**src/include/gpcde_pkg.sv**
```systemverilog
package gpcde_pkg;
  // ---------------------------------------------------------------
  // register word addresses (byte addresses, one word each)
  // ---------------------------------------------------------------
  localparam logic [7:0] PORT_D_DATA_LATCH_ADDR = 8'h0C; // index 0x0003
  localparam logic [7:0] PORT_E_DATA_LATCH_ADDR = 8'h20; // index 0x0008
  localparam logic [7:0] PORT_C_PULLUP_ENABLES_ADDR = 8'h40;
  localparam logic [7:0] PORT_D_DIRECTION_ADDR = 8'h44;
  localparam logic [7:0] PORT_D_PULLUP_ENABLES_ADDR = 8'h48;
  localparam logic [7:0] PORT_E_DIRECTION_ADDR = 8'h4C;
  localparam logic [7:0] PORT_C_DIRECTION_ADDR = 8'h50;
  localparam logic [7:0] PERIPH_CTRL_ADDR = 8'h54;
  // ---------------------------------------------------------------
  // widths and field positions
  // ---------------------------------------------------------------
  localparam int PORT_C_WIDTH = 7;
  localparam int PORT_D_WIDTH = 8;
  localparam int PORT_E_WIDTH = 5;
  localparam int SPI_PIN_COUNT = 4;
  localparam int SS_BIT = 0;
  localparam int TIMER_PIN_LO = 6;
  localparam int TIMER_PIN_HI = 7;
  localparam int TXD_BIT = 0;
  localparam int RXD_BIT = 1;
  localparam int OSC_OUT_BIT = 3;
  localparam int OSC_IN_BIT = 4;
  // control register fields
  localparam int CTL_SPI_EN = 0;
  localparam int CTL_SPI_MSTR = 1;
  localparam int CTL_SCI_EN = 2;
  localparam int CTL_OSC_EN = 3;
  localparam int CTL_WIDTH = 4;
  localparam logic [7:0] DIR_RESET = 8'h00;
  localparam logic [7:0] PUE_RESET = 8'h00;
  localparam logic [CTL_WIDTH-1:0] CTL_RESET = 4'h0;
endpackage

```
**src/core/gpcde_ports.sv**
```systemverilog
// What this block does
// - first-port pins each own a pullup bit
// - first-port output direction kills its pullup
// - pullup bit 1 connects, 0 disconnects
// - second port: eight latches, reset leaves them
// - timer select bits claim top two pins
// - spi off frees low four pins
// - master mode frees the slave-select pin
// - spi pins: direction only picks read source and pullup
// - second-port direction resets 0; 1 drives
// - second-port read: latch if output, else pin
// - latch writes always land, inputs unaffected
// - second-port pullup bits, hi-z or output modes
// - second-port output direction kills its pullup
// - third port: five latches, reset leaves them
// - oscillator pins ignore writes, read the pin level
// - serial off frees receive and transmit pins
// - serial pins: direction only picks read source
// - third-port direction resets 0; 1 drives
// - third-port read: latch if output, else pin
`timescale 1ns/100ps
`default_nettype none
module gpcde_ports (
  // clock and reset
  input wire logic clk,
  input wire logic srst,
  // avalon-mm slave
  input wire logic [7:0] avs_address,
  input wire logic avs_read,
  input wire logic avs_write,
  input wire logic [31:0] avs_writedata,
  input wire logic [3:0] avs_byteenable,
  output logic [31:0] avs_readdata,
  output logic avs_waitrequest,
  // first port pads
  input wire logic [gpcde_pkg::PORT_C_WIDTH-1:0] port_c_pin_in,
  output logic [gpcde_pkg::PORT_C_WIDTH-1:0] port_c_pin_out,
  output logic [gpcde_pkg::PORT_C_WIDTH-1:0] port_c_pin_oe,
  output logic [gpcde_pkg::PORT_C_WIDTH-1:0] port_c_pullup_on,
  // second port pads
  input wire logic [gpcde_pkg::PORT_D_WIDTH-1:0] port_d_pin_in,
  output logic [gpcde_pkg::PORT_D_WIDTH-1:0] port_d_pin_out,
  output logic [gpcde_pkg::PORT_D_WIDTH-1:0] port_d_pin_oe,
  output logic [gpcde_pkg::PORT_D_WIDTH-1:0] port_d_pullup_on,
  // third port pads
  input wire logic [gpcde_pkg::PORT_E_WIDTH-1:0] port_e_pin_in,
  output logic [gpcde_pkg::PORT_E_WIDTH-1:0] port_e_pin_out,
  output logic [gpcde_pkg::PORT_E_WIDTH-1:0] port_e_pin_oe,
  // spi peripheral (low four pins of the second port)
  input wire logic [gpcde_pkg::SPI_PIN_COUNT-1:0] spi_pad_out,
  input wire logic [gpcde_pkg::SPI_PIN_COUNT-1:0] spi_pad_oe,
  // timer channels on the top two pins of the second port
  input wire logic [1:0] timer_edge_level_sel_hi,
  input wire logic [1:0] timer_edge_level_sel_lo,
  input wire logic [1:0] timer_ch_out,
  input wire logic [1:0] timer_ch_oe,
  // serial interface on the two low pins of the third port
  input wire logic [1:0] sci_pad_out,
  input wire logic [1:0] sci_pad_oe
);
  import gpcde_pkg::*;

  localparam int CW = PORT_C_WIDTH;
  localparam int DW = PORT_D_WIDTH;
  localparam int EW = PORT_E_WIDTH;

  // ---------------------------------------------------------------
  // registers
  // ---------------------------------------------------------------
  logic [DW-1:0] second_port_latch_q;
  logic [EW-1:0] third_port_latch_q;
  logic [CW-1:0] first_port_latch_q;
  logic [CW-1:0] first_port_direction_bits_q;
  logic [CW-1:0] first_port_pullup_bits_q;
  logic [DW-1:0] second_port_direction_bits_q;
  logic [DW-1:0] second_port_pullup_bits_q;
  logic [EW-1:0] third_port_direction_bits_q;
  logic [CTL_WIDTH-1:0] ctl_q;
  logic read_pending_q;

  // ---------------------------------------------------------------
  // pin synchronisers: three stages, change taken when 2nd and 3rd agree
  // ---------------------------------------------------------------
  localparam int PW = CW + DW + EW;
  logic [PW-1:0] pin_s1_q;
  logic [PW-1:0] pin_s2_q;
  logic [PW-1:0] pin_s3_q;
  logic [PW-1:0] pin_stable_q;

  // reset is synchronous and only clears to constants
  always_ff @(posedge clk) begin
    if (srst) begin
      pin_s1_q <= '0;
      pin_s2_q <= '0;
      pin_s3_q <= '0;
    end else begin
      pin_s1_q <= {port_e_pin_in, port_d_pin_in, port_c_pin_in};
      pin_s2_q <= pin_s1_q;
      pin_s3_q <= pin_s2_q;
    end
  end

  // per-bit agreement filter rejects a single-cycle disagreement;
  // the price is latency: a pin change reaches a read four edges on,
  // so software polling a pin must allow for that delay
  always_ff @(posedge clk) begin
    if (srst) begin
      pin_stable_q <= '0;
    end else begin
      for (int i = 0; i < PW; i++) begin
        if (pin_s2_q[i] == pin_s3_q[i]) begin
          pin_stable_q[i] <= pin_s3_q[i];
        end
      end
    end
  end

  logic [CW-1:0] c_pin;
  logic [DW-1:0] d_pin;
  logic [EW-1:0] e_pin;
  assign c_pin = pin_stable_q[CW-1:0];
  assign d_pin = pin_stable_q[CW+DW-1:CW];
  assign e_pin = pin_stable_q[PW-1:CW+DW];

  // ---------------------------------------------------------------
  // bus decode
  // ---------------------------------------------------------------
  logic wr_lo;
  assign wr_lo = avs_write && avs_byteenable[0];

  function automatic logic hit(input logic [7:0] a, input logic [7:0] reg_addr);
    hit = (a == reg_addr);
  endfunction

  // oscillator pins, decoded in the write and the pad paths
  function automatic logic osc_pin(input int idx);
    osc_pin = (idx == OSC_IN_BIT) || (idx == OSC_OUT_BIT);
  endfunction

  // ---------------------------------------------------------------
  // peripheral ownership
  // ---------------------------------------------------------------
  logic [DW-1:0] d_owned;
  logic [EW-1:0] e_owned;
  logic osc_mode;
  assign osc_mode = ctl_q[CTL_OSC_EN];

  // spi takes low pins only when enabled; ss freed again in master mode
  always_comb begin
    d_owned = '0;
    for (int i = 0; i < SPI_PIN_COUNT; i++) begin
      d_owned[i] = ctl_q[CTL_SPI_EN];
    end
    if (ctl_q[CTL_SPI_MSTR]) begin
      d_owned[SS_BIT] = 1'b0;
    end
    // any nonzero edge/level select hands the pin to the timer
    // a capture-only mode claims the pin too; the timer then holds oe low
    d_owned[TIMER_PIN_LO] = timer_edge_level_sel_hi[0] | timer_edge_level_sel_lo[0];
    d_owned[TIMER_PIN_HI] = timer_edge_level_sel_hi[1] | timer_edge_level_sel_lo[1];
  end

  // serial pins owned only while the serial interface is enabled
  always_comb begin
    e_owned = '0;
    e_owned[TXD_BIT] = ctl_q[CTL_SCI_EN];
    e_owned[RXD_BIT] = ctl_q[CTL_SCI_EN];
  end

  // ---------------------------------------------------------------
  // latch writes: second and third port latches have no reset, written whatever the direction, except third-port oscillator pins in clock mode
  // ---------------------------------------------------------------
  always_ff @(posedge clk) begin
    if (wr_lo && hit(avs_address, PORT_D_DATA_LATCH_ADDR)) begin
      second_port_latch_q <= avs_writedata[DW-1:0];
    end
  end

  // oscillator pins swallow writes while in clock mode
  always_ff @(posedge clk) begin
    if (wr_lo && hit(avs_address, PORT_E_DATA_LATCH_ADDR)) begin
      for (int i = 0; i < EW; i++) begin
        if (!(osc_mode && osc_pin(i))) begin
          third_port_latch_q[i] <= avs_writedata[i];
        end
      end
    end
  end

  // first port latch, kept local so the pad has a defined drive value
  // it shares the first-port direction word, byte lane 1 (bits 14:8), since
  // the first port has no data address of its own here
  always_ff @(posedge clk) begin
    if (srst) begin
      first_port_latch_q <= '0;
    end else if (wr_lo && hit(avs_address, PORT_C_DIRECTION_ADDR) && avs_byteenable[1]) begin
      first_port_latch_q <= avs_writedata[CW+7:8];
    end
  end

  // ---------------------------------------------------------------
  // direction, pullup and control registers
  // ---------------------------------------------------------------
  // direction bits: cleared by reset, so every pad starts as an input
  always_ff @(posedge clk) begin
    if (srst) begin
      second_port_direction_bits_q <= DIR_RESET[DW-1:0];
      third_port_direction_bits_q <= DIR_RESET[EW-1:0];
      first_port_direction_bits_q <= DIR_RESET[CW-1:0];
    end else if (wr_lo) begin
      if (hit(avs_address, PORT_D_DIRECTION_ADDR)) second_port_direction_bits_q <= avs_writedata[DW-1:0];
      if (hit(avs_address, PORT_E_DIRECTION_ADDR)) third_port_direction_bits_q <= avs_writedata[EW-1:0];
      if (hit(avs_address, PORT_C_DIRECTION_ADDR)) first_port_direction_bits_q <= avs_writedata[CW-1:0];
    end
  end

  // pullup bits: stored as written, masked by direction at the pad
  always_ff @(posedge clk) begin
    if (srst) begin
      first_port_pullup_bits_q <= PUE_RESET[CW-1:0];
      second_port_pullup_bits_q <= PUE_RESET[DW-1:0];
    end else if (wr_lo) begin
      if (hit(avs_address, PORT_C_PULLUP_ENABLES_ADDR)) first_port_pullup_bits_q <= avs_writedata[CW-1:0];
      if (hit(avs_address, PORT_D_PULLUP_ENABLES_ADDR)) second_port_pullup_bits_q <= avs_writedata[DW-1:0];
    end
  end

  // peripheral enables, standing in for the owning blocks' own bits
  always_ff @(posedge clk) begin
    if (srst) begin
      ctl_q <= CTL_RESET;
    end else if (wr_lo && hit(avs_address, PERIPH_CTRL_ADDR)) begin
      ctl_q <= avs_writedata[CTL_WIDTH-1:0];
    end
  end

  // ---------------------------------------------------------------
  // read path: direction picks latch or pin, even for owned pins; oscillator pins in clock mode read the pin
  // ---------------------------------------------------------------
  logic [31:0] rd_d;
  always_comb begin
    rd_d = '0;
    unique case (avs_address)
      PORT_D_DATA_LATCH_ADDR: begin
        for (int i = 0; i < DW; i++) begin
          rd_d[i] = second_port_direction_bits_q[i] ? second_port_latch_q[i] : d_pin[i];
        end
      end
      PORT_E_DATA_LATCH_ADDR: begin
        for (int i = 0; i < EW; i++) begin
          rd_d[i] = third_port_direction_bits_q[i] ? third_port_latch_q[i] : e_pin[i];
        end
        // oscillator pins read as undefined; return pin level as-is
        // giving the pin keeps the read free of unknowns in simulation
        if (osc_mode) begin
          rd_d[OSC_IN_BIT] = e_pin[OSC_IN_BIT];
          rd_d[OSC_OUT_BIT] = e_pin[OSC_OUT_BIT];
        end
      end
      PORT_C_PULLUP_ENABLES_ADDR: rd_d[CW-1:0] = first_port_pullup_bits_q;
      PORT_D_DIRECTION_ADDR: rd_d[DW-1:0] = second_port_direction_bits_q;
      PORT_D_PULLUP_ENABLES_ADDR: rd_d[DW-1:0] = second_port_pullup_bits_q;
      PORT_E_DIRECTION_ADDR: rd_d[EW-1:0] = third_port_direction_bits_q;
      PORT_C_DIRECTION_ADDR: begin
        rd_d[CW-1:0] = first_port_direction_bits_q;
        for (int i = 0; i < CW; i++) begin
          rd_d[8+i] = first_port_direction_bits_q[i] ? first_port_latch_q[i] : c_pin[i];
        end
      end
      PERIPH_CTRL_ADDR: rd_d[CTL_WIDTH-1:0] = ctl_q;
      default: rd_d = '0; // unmapped reads give zero
    endcase
  end

  // one wait cycle on reads so readdata comes from a flop; writes take at once
  always_ff @(posedge clk) begin
    if (srst) begin
      read_pending_q <= 1'b0;
      avs_readdata <= '0;
    end else begin
      read_pending_q <= avs_read && !read_pending_q;
      if (avs_read && !read_pending_q) avs_readdata <= rd_d;
    end
  end

  // waitrequest high only in the first cycle of a read; it is the one
  // output not taken from a flop, since a registered stall would cost
  // every write a wait cycle as well
  assign avs_waitrequest = avs_read && !read_pending_q;

  // ---------------------------------------------------------------
  // pad drive, registered so every output comes from a flop
  // ---------------------------------------------------------------
  // the first port has no peripheral, so latch and direction go straight out
  always_ff @(posedge clk) begin
    if (srst) begin
      port_c_pin_out <= '0;
      port_c_pin_oe <= '0;
      port_c_pullup_on <= '0;
    end else begin
      port_c_pin_out <= first_port_latch_q;
      port_c_pin_oe <= first_port_direction_bits_q;
      port_c_pullup_on <= first_port_pullup_bits_q & ~first_port_direction_bits_q;
    end
  end

  // ---------------------------------------------------------------
  // peripheral drive gathered per pin of the second port
  // ---------------------------------------------------------------
  // pins that no peripheral can own carry zero here; the owner mask
  // never picks them, so these zeros never reach a pad
  logic [DW-1:0] d_per_out;
  logic [DW-1:0] d_per_oe;
  always_comb begin
    d_per_out = '0;
    d_per_oe = '0;
    d_per_out[SPI_PIN_COUNT-1:0] = spi_pad_out;
    d_per_oe[SPI_PIN_COUNT-1:0] = spi_pad_oe;
    d_per_out[TIMER_PIN_HI:TIMER_PIN_LO] = timer_ch_out;
    d_per_oe[TIMER_PIN_HI:TIMER_PIN_LO] = timer_ch_oe;
  end

  // peripheral value and enable replace latch and direction when owned;
  // the pullup still follows direction, so an owned pin keeps its pullup
  // while its direction bit is 0, whatever the peripheral drives
  always_ff @(posedge clk) begin
    if (srst) begin
      port_d_pin_out <= '0;
      port_d_pin_oe <= '0;
      port_d_pullup_on <= '0;
    end else begin
      port_d_pin_out <= (d_owned & d_per_out) | (~d_owned & second_port_latch_q);
      port_d_pin_oe <= (d_owned & d_per_oe) | (~d_owned & second_port_direction_bits_q);
      port_d_pullup_on <= second_port_pullup_bits_q & ~second_port_direction_bits_q;
    end
  end

  // serial drive gathered per pin of the third port
  logic [EW-1:0] e_per_out;
  logic [EW-1:0] e_per_oe;
  always_comb begin
    e_per_out = '0;
    e_per_oe = '0;
    e_per_out[TXD_BIT] = sci_pad_out[TXD_BIT];
    e_per_out[RXD_BIT] = sci_pad_out[RXD_BIT];
    e_per_oe[TXD_BIT] = sci_pad_oe[TXD_BIT];
    e_per_oe[RXD_BIT] = sci_pad_oe[RXD_BIT];
  end

  // oscillator pins are released to the clock generator (oe low)
  always_ff @(posedge clk) begin
    if (srst) begin
      port_e_pin_out <= '0;
      port_e_pin_oe <= '0;
    end else begin
      for (int i = 0; i < EW; i++) begin
        if (e_owned[i]) begin
          port_e_pin_out[i] <= e_per_out[i];
          port_e_pin_oe[i] <= e_per_oe[i];
        end else if (osc_mode && osc_pin(i)) begin
          port_e_pin_out[i] <= 1'b0;
          port_e_pin_oe[i] <= 1'b0;
        end else begin
          port_e_pin_out[i] <= third_port_latch_q[i];
          port_e_pin_oe[i] <= third_port_direction_bits_q[i];
        end
      end
    end
  end

endmodule // gpcde_ports
`default_nettype wire

```
**config.mk**
```make
export PLATFORM = sky130hd
export DESIGN_NAME = gpcde_ports
export DESIGN_NICKNAME = d
export VERILOG_FILES = /design/src/include/gpcde_pkg.sv /design/src/core/gpcde_ports.sv
export SDC_FILE = /design/constraint.sdc
export NUM_CORES = 1
export LEC_CHECK = 0
export BUFFER_PORTS_ARGS = -buffer_cell sky130_fd_sc_hd__buf_2
export CORE_ASPECT_RATIO = 0.75
export CORE_UTILIZATION = 50
export CTS_BUF_LIST = sky130_fd_sc_hd__clkbuf_4
export DETAILED_ROUTE_END_ITERATION = 10
export GPL_TIMING_DRIVEN = 0
export PLACE_DENSITY = 0.8
export SYNTH_ARGS = -nofsm -noshare
export SYNTH_HDL_FRONTEND = slang
export SYNTH_SLANG_ARGS = --single-unit
```
**constraint.sdc**
```tcl
create_clock -name clk -period 1.4 [get_ports clk]
set_clock_uncertainty 0.05 [all_clocks]
set_input_delay 0.07 -clock clk [delete_from_list [all_inputs] [get_ports clk]]
set_output_delay 0.07 -clock clk [all_outputs]
set_load 0.005 [all_outputs]
```
# == Word-level counts from Yosys, hierarchy flattened ==
# Index checks and enable logic that the tools add are counted.
# totals
reg_bits,210
input_bits,88
elab_cells,133
# op_classes
n_eq_ne,28
mux,31
n_bitwise,14
n_reduce_logical,15
# ops
cell,count
$eq A8 B7 Y1 const B,6
$and A8 B8 Y8,5
$pmux W4 S8,1
$mux W1,25
$eq A1 B1 Y1,20
$not A8 Y8,2
$or A8 B8 Y8,2
$reduce_and A2 Y1,6
$pmux W2 S5,1
$eq A8 B4 Y1 const B,1
$eq A8 B6 Y1 const B,1
$and A7 B7 Y7,1
$logic_and A1 B1 Y1,7
$mux W7,1
$not A7 Y7,1
$pmux W1 S7,1
$pmux W1 S3,1
$mux W2,1
$or A1 B1 Y1,2
$reduce_or A2 Y1,1
$logic_not A1 Y1,1
$not A1 Y1,1

# == Longest topological paths before layout ==
# Gate-level depths: netlist of run 1.
# logic_depth
ltp_word,4
ltp_mapped,8

# == Least setup slack after synthesis of run 1 ==
# OpenSTA, ideal clock, no wires.
# synth_path
kind,input -> register
startpoint,input port avs_address[2]
endpoint,register avs_readdata[7]
setup_time_ps,91
t_arrival_ps,1351
required_time_ps,1259
slack_ps,-92
path_stages,6
n_path_buf,1
path_cell_list,buf_6 or4b_4 nor3b_4 a21o_1 a22oi_1 a311oi_1
# synth_between
elab_chain_cells,2
# synth_rtl
item,line_no,rtl
"start, declared",gpcde_ports.sv:28,"input wire logic [7:0] avs_address,"
$eq A8 B7 Y1 / $eq A8 B4 Y1 (equally long branches),gpcde_ports.sv:243,unique case (avs_address)
$pmux W1 S3 *,gpcde_ports.sv:243,
"end signal, assigned",gpcde_ports.sv:282,if (avs_read && !read_pending_q) avs_readdata <= rd_d;
"end, declared",gpcde_ports.sv:33,"output logic [31:0] avs_readdata,"
# Mark *: on every way between the ends. The rest lies on a longest branch, timed or not.
# A chain may end at the register's enable or synchronous reset.

# == Final worst setup path of run 1 ==
# layout_path
startpoint,register third_port_direction_bits_q[4]
endpoint,register avs_readdata[4]
# layout_between
elab_chain_cells,3
# layout_rtl
item,line_no,rtl
"start, declared",gpcde_ports.sv:77,logic [EW-1:0] third_port_direction_bits_q;
"start signal, assigned",gpcde_ports.sv:208,third_port_direction_bits_q <= DIR_RESET[EW-1:0];
"start signal, assigned",gpcde_ports.sv:212,"if (hit(avs_address, PORT_E_DIRECTION_ADDR)) third_port_direction_bits_q <= avs_writedata[EW-1:0];"
$mux W1,gpcde_ports.sv:251,rd_d[i] = third_port_direction_bits_q[i] ? third_port_latch_q[i] : e_pin[i];
$mux W2,gpcde_ports.sv:255,if (osc_mode) begin
$pmux W1 S7 *,gpcde_ports.sv:243,
# Marked as above.

==> results.toml, run 1 <==
[outcome]
outcome = "finished, violations left"
violations = "hold timing, setup timing"

[power_and_ir_drop]
sw_frac_of_total = 0.228
power_switching_mw = 2.67
power_frac_seq = 0.525
leakage_nw = 4.12
internal_power_mw = 9.05
irDropWorstVdd_mv = 0.647
combPwrFrac = 0.063
power_density_mw_per_mm2 = 1180
power.share.clock = 0.412

[clock_tree]
cts_sinks = 210
hold_buffers = 72
cts-buffers-inserted = 48
cts_max_level = 2
clk_pin_slew_worst_paths_ns = 0.07
cts_buffer_depth = 3
tritoncts = "done"
insertion_delay_ns = 0.62
cts_root_buffer = "clkbuf_4"

[min_path]
hp-class = "input port to flip-flop"
hold_depth = 5
hp-start = "avs_address[7]"
min_to = "avs_readdata[4]"

[synthesis]
yosysUniqueCellTypes = 55
synth-edff-count = 13
synth_largest_area_cell = "dfxtp_1"
ys_seq_area_frac = 0.585
synth_top_area_frac = 0.532
synth_cells = 729
ys_ff_latch = 210
ys_async_sr_fraction = 0
syn_avg_cell_area_um2 = 10.2
ys_top_cells_by_area = "dfxtp_1 (53%), nor2b_1 (6.7%), mux2i_1 (6.2%)"
syn_area_mm2 = 0.00741
synthFlopType = "dfxtp_1"
yosys_warnings = 0

[worst_setup_path]
reg2reg_from = "third_port_direction_bits_q[4]"
cp-start-kind = "flip-flop"
rr_worst_depth = 4
rrSetupSlack_ns = -0.005
r2r_end = "avs_readdata[4]"
crit_type = "flip-flop to flip-flop"
crit_buf_inv = 0
worst-endpoint-required_ns = 1.82
critPathMaxStageDelay_ns = 0.33
slowest_stage = "dfxtp_2"
arrival_ns = 1.83
cp_max_fo = 2
path_cells = "mux2_2 -> a32o_1 -> a222oi_1 -> a211oi_1"
critical-path-top-delay-family = "compound AO/OA/AOI/OAI gates"
endpoint_kind = "flip-flop"

[drt]
drt-initial-drc-count = 652
drc = 0
via_per_inst = 5.15
wl_per_cell_um = 16.7
vias = 6447
ant_nets = 0
routed_wl_um = 20900
first_pass_iters = 7

[placement]
dp_hpwl_um = 14000
port_buffers = 139
gp_congestion = 0.966
dp.cells = 1084

[cells_and_area]
postLayoutCoreUtil = 0.686
multiInputGateArea_mm2 = 0.00288
fillerInstances = 1105
drive_above_1_share = 0.266
final_net_count = 1100
layout-area-overhead-vs-synth_pct = 33.8
seq_area_mm2 = 0.00434
instances_no_fill = 1252

[grt]
grt_max_degree = 13
antenna_found_initial = 2
grt_pass1_vias = 6048
gr-usage-all-layers = 0.273
grt_first_pass_wirelength_um = 31500
gr-total-overflow = 0

[timing]
slew_headroom = 0.428
setup_viol_count_final = 1
worst_slack_ns = -0.00501
rsz0062_at_grt = "true"
worst_slew_pin_slew_ns = 0.859
max_freq_ghz = 0.712
fin_crit_ns = 1.41
timing.hold.ws_ns = -0.0153
hold_viol = 4
maxSlewViolCount = 0
fin_crit_sh = 1.00

[job]
max-cap-violations = 0

[floorplan]
core_mm2 = 0.0145
die_h_um = 107
die-area_mm2 = 0.0153
die_w_um = 143
rows = 38
io_pins = 176
initial_core_util = 0.513
## flip-flops by register name, summed over array words and instances (netlist names), 8 cells and up
register                      cells
pin_s1_q                         20
pin_stable_q                     20
pin_s3_q                         20
second_port_direction_bits_q      8
second_port_latch_q               8
pin_s2_q                         20
port_d_pullup_on                  8
port_d_pin_out                    8
port_d_pin_oe                     8
avs_readdata                     15
second_port_pullup_bits_q         8
## how the worst max path moves through the flow
stage,cells after the start,slack (ns),to,from
3_5_place_dp,5,-0.83,second_port_latch_q[4],avs_address[3]
4_1_cts,4,0.0007,avs_readdata[4],third_port_direction_bits_q[4]
6_report,4,-0.005,avs_readdata[4],third_port_direction_bits_q[4]
5_1_grt,4,-0.06,avs_readdata[4],second_port_direction_bits_q[4]
2_1_floorplan,6,-0.06,avs_readdata[7],avs_address[2]
3_3_place_gp,5,-0.83,second_port_latch_q[4],avs_address[3]
## placed cells by master (no fill, tap or decap), types with 2 or more instances in the layout
| master | instances |
|---|---|
| dfxtp_1 | 191 |
| buf_2 | 142 |
| nand2_1 | 86 |
| nor2b_1 | 80 |
| clkbuf_4 | 73 |
| dlygate4sd3_1 | 72 |
| a21oi_1 | 54 |
| mux2i_1 | 46 |
| nor2_1 | 44 |
| o21ai_0 | 34 |
| clkbuf_1 | 24 |
| buf_4 | 24 |
| nor3b_1 | 19 |
| nand3_1 | 17 |
| conb_1 | 17 |
| edfxtp_1 | 13 |
| and2_1 | 8 |
| clkinv_1 | 8 |
| mux2_2 | 6 |
| diode_2 | 5 |
| a21o_1 | 5 |
| a22oi_1 | 5 |
| dfxtp_2 | 5 |
| inv_1 | 4 |
| buf_6 | 4 |
| a31oi_1 | 4 |
| nor3_1 | 3 |
| nor2_2 | 3 |
| a311oi_1 | 3 |
| clkinv_2 | 3 |
| nor2_4 | 2 |
| and3_1 | 2 |
| nand2_2 | 2 |
| and4b_1 | 2 |
| nand3b_1 | 2 |
| o21bai_1 | 2 |
| o22ai_1 | 2 |
| a2bb2oi_1 | 2 |
| a22o_1 | 2 |
## per-stage QoR
stage	power [mW]	area, µm²	worst slack, ns	setup TNS (ns)
2_1_floorplan	6.56	7500	-0.0551	-0.545
3_3_place_gp	6.81	8440	-0.834	-42.42
3_5_place_dp	6.82	8440	-0.832	-45.51
4_1_cts	11.7	9860	0.000736	0
5_1_grt	12.2	9910	-0.0603	-0.0877
6_report	11.7	9920	-0.00501	-0.00501
## power groups by stage
stage               Clock [mW]  Sequential, mW  Combinational (mW)
finish                    4.83            6.16               0.738
global route              5.27            6.16               0.788
detailed placement           0            6.29               0.526
floorplan                    0            6.29               0.268
CTS                       4.89            6.16               0.701
global placement             0            6.29               0.518
## logic make-up (layout without fill, tap and decap cells)
| logic type | after synthesis | in the layout | share of synthesized area |
|---|---|---|---|
| flip-flops | 210 | 210 | 0.585 |
| buffers and inverters | 57 | 359 | 0.0402 |
| multiplexers | 53 | 53 | 0.0742 |
| other | 1 | 22 | 0.000506 |
| AO/OA/AOI/OAI | 125 | 125 | 0.0987 |
| AND/OR/NAND/NOR | 283 | 283 | 0.202 |
## synthesized netlist by cell type, types with 6 or more instances
master,count
dfxtp_1,197
nand2_1,88
nor2b_1,80
a21oi_1,55
nor2_1,47
mux2i_1,46
o21ai_0,34
clkbuf_1,27
buf_4,19
nor3b_1,19
nand3_1,18
edfxtp_1,13
and2_1,8
mux2_2,6
## worst min-delay path, cell delays in order
cell and delay, ns:
buf_2 0.12, or4b_2 0.18, o2bb2ai_1 0.07, nand2_1 0.07, a211oi_1 0.07
## routing by layer
| metal | vias up | global-route usage | share of wire |
|---|---|---|---|
| met5 | - | 0.0246 | 0.0022 |
| li1 | 3060 | - | - |
| met4 | 2 | 0.104 | 0.025 |
| met3 | 57 | 0.0707 | 0.093 |
| met1 | 2985 | 0.365 | 0.44 |
| met2 | 343 | 0.422 | 0.44 |
## layout make-up
type / instances / area share
multi-input cells: 478 / 0.291
clock buffers: 73 / 0.0553
clock inverters: 12 / 0.00757
flip-flops and latches: 210 / 0.438
plain buffers: 50 / 0.0302
diodes: 5 / 0.00126
repair buffers: 219 / 0.150
inverters: 5 / 0.00214
well taps: 200 / 0.0252
## repair_timing
| action | 4_1_cts | 5_1_grt |
|---|---|---|
| gates resized for setup | 14 | 10 |
| hold endpoints to repair | 123 | 5 |
| endpoints found under the setup margin | 23 | 29 |
| setup buffers | 5 | 3 |
| pin swaps | 3 | 2 |
Note: power is estimated with default switching activity, not from simulation.
==> run 2: changes to the inputs <==
CELL_PAD_IN_SITES_DETAIL_PLACEMENT = 0   (was not set)
CELL_PAD_IN_SITES_GLOBAL_PLACEMENT = 1   (was not set)
CORE_MARGIN = 3   (was not set)
CORE_UTILIZATION = 38   (was 50)
==> run 2 against run 1 <==
Against the previous run: the run still ends with hold timing, setup timing left; utilization down 16 points; global-route usage down 7.7 points; wire length up 2.1%; flip-flop and latch count unchanged; via count down 4.5%; final area up 0.81%; sequential power about the same; sequential share of layout area down 0.33 points; clock power up 2%; largest cell class unchanged.
==> results.toml, run 2 (synthesis results as in run 1) <==
[worst_setup_path]
critPathMaxStageDelay_ns = 0.34
arrival_ns = 1.89
path_cells = "mux2_4 -> a32o_1 -> a222oi_1 -> a211oi_1"
cp_max_fo = 2
crit_type = "flip-flop to flip-flop"
critical-path-top-delay-family = "compound AO/OA/AOI/OAI gates"
cp-start-kind = "flip-flop"
slowest_stage = "dfxtp_4"
worst-endpoint-required_ns = 1.85
endpoint_kind = "flip-flop"
crit_buf_inv = 0

[clock_tree]
hold_buffers = 71
cts-buffers-inserted = 50
cts_buffer_depth = 3
tritoncts = "done"
clk_pin_slew_worst_paths_ns = 0.07
cts_sinks = 210
cts_max_level = 2
insertion_delay_ns = 0.65
cts_root_buffer = "clkbuf_4"

[drt]
via_per_inst = 4.75
routed_wl_um = 21400
drc = 0
drt-initial-drc-count = 451
vias = 6159
ant_nets = 0
wl_per_cell_um = 16.5
first_pass_iters = 5

[cells_and_area]
postLayoutCellArea_mm2 = 0.0100
final_common_cell = "dfxtp_1"
layout_common_cells = "dfxtp_1 (189), buf_2 (142), nand2_1 (88), nor2b_1 (80), clkbuf_4 (74)"
fillerInstances = 1711
drive_above_1_share = 0.272
final_net_count = 1104
postLayoutCoreUtil = 0.531
layout-area-overhead-vs-synth_pct = 34.8

[placement]
dpl_cell_area_mm2 = 0.00850
pre_cts_ws_ns = -0.884
gp_congestion = 0.850
dp_hpwl_um = 14800
port_buffers = 139

[timing]
setup_viol_count_final = 2
timing.hold.ws_ns = -0.363
fin_crit_sh = 1.03
max_freq_ghz = 0.695
worst_slack_ns = -0.0398
rsz0062_at_grt = "true"
worst_slew_pin_slew_ns = 0.767
fin_crit_ns = 1.44
slew_headroom = 0.489
hold_viol = 15
maxSlewViolCount = 0

[grt]
gr-usage-all-layers = 0.196
grt_max_degree = 14
antenna_found_initial = 1
gr-total-overflow = 0
grt_first_pass_wirelength_um = 32700
grt_pass1_vias = 5825

[outcome]
violations = "hold timing, setup timing"
outcome = "finished, violations left"

[floorplan]
die_w_um = 167
core_mm2 = 0.0188
die-area_mm2 = 0.0212
initial_core_util = 0.394
die_h_um = 127
io_pins = 176
rows = 43

[power_and_ir_drop]
leakage_nw = 4.14
p_total_mw = 11.8
irDropWorstVdd_mv = 0.468
power_density_mw_per_mm2 = 1180

[job]
max-cap-violations = 0

[min_path]
hp-class = "input port to flip-flop"
run 2: through the flow:
stage | std cells | setup TNS (ns)
floorplan | 745 | -0.545
global placement | 1131 | -47.42
detailed placement | 1131 | -49.30
CTS | 1290 | -0.00217
global route | 1296 | -0.321
finish | 1296 | -0.0528
run 2: metal layers:
metal  share of wire  track usage
met1            0.48        0.288
met2            0.42        0.287
met3           0.077       0.0467
met4           0.016       0.0620
met5               0            0
run 2: repair_timing:
item | CTS | global route
gates resized for setup | 15 | 16
setup endpoints to repair | 23 | 26
pin swaps | 3 | 7
endpoints found under the hold margin | 122 | 17
buffers inserted | 5 | 6
run 2: worst paths after layout:
| kind | slack (ns) | from | cells after the start | endpoint |
|---|---|---|---|---|
| max | -0.04 | second_port_direction_bits_q[4] | 4 | avs_readdata[4] |
| min | -0.36 | srst | 2 | read_pending_q |
| max reg2reg | -0.04 | second_port_direction_bits_q[4] | 4 | avs_readdata[4] |
| min reg2reg | 0.38 | pin_s1_q[10] | 1 | pin_s2_q[10] |
run 2: worst reg2reg max path, stage by stage, from the launching register on:
cell and delay, ns:
dfxtp_4 0.34, mux2_4 0.26, a32o_1 0.22, a222oi_1 0.30
a211oi_1 0.13
run 2: area by class of cell:
cell class              count  area (µm²)  share of cell area
flip-flops and latches    210        4350               0.435
multi-input cells         478        2890               0.289
clock inverters            10        70.1             0.00701
well taps                 247         309              0.0309
plain buffers              50         300              0.0300
clock buffers              74         556              0.0556
inverters                   5        21.3             0.00213
diodes                      1        2.50            0.000250
repair buffers            221        1500               0.150
run 2: where the power goes:
| part | total, mW | switching [mW] | internal (mW) |
|---|---|---|---|
| clock | 4.93 | 2.34 | 2.59 |
| sequential | 6.16 | 0.0350 | 6.12 |
| combinational | 0.738 | 0.370 | 0.367 |
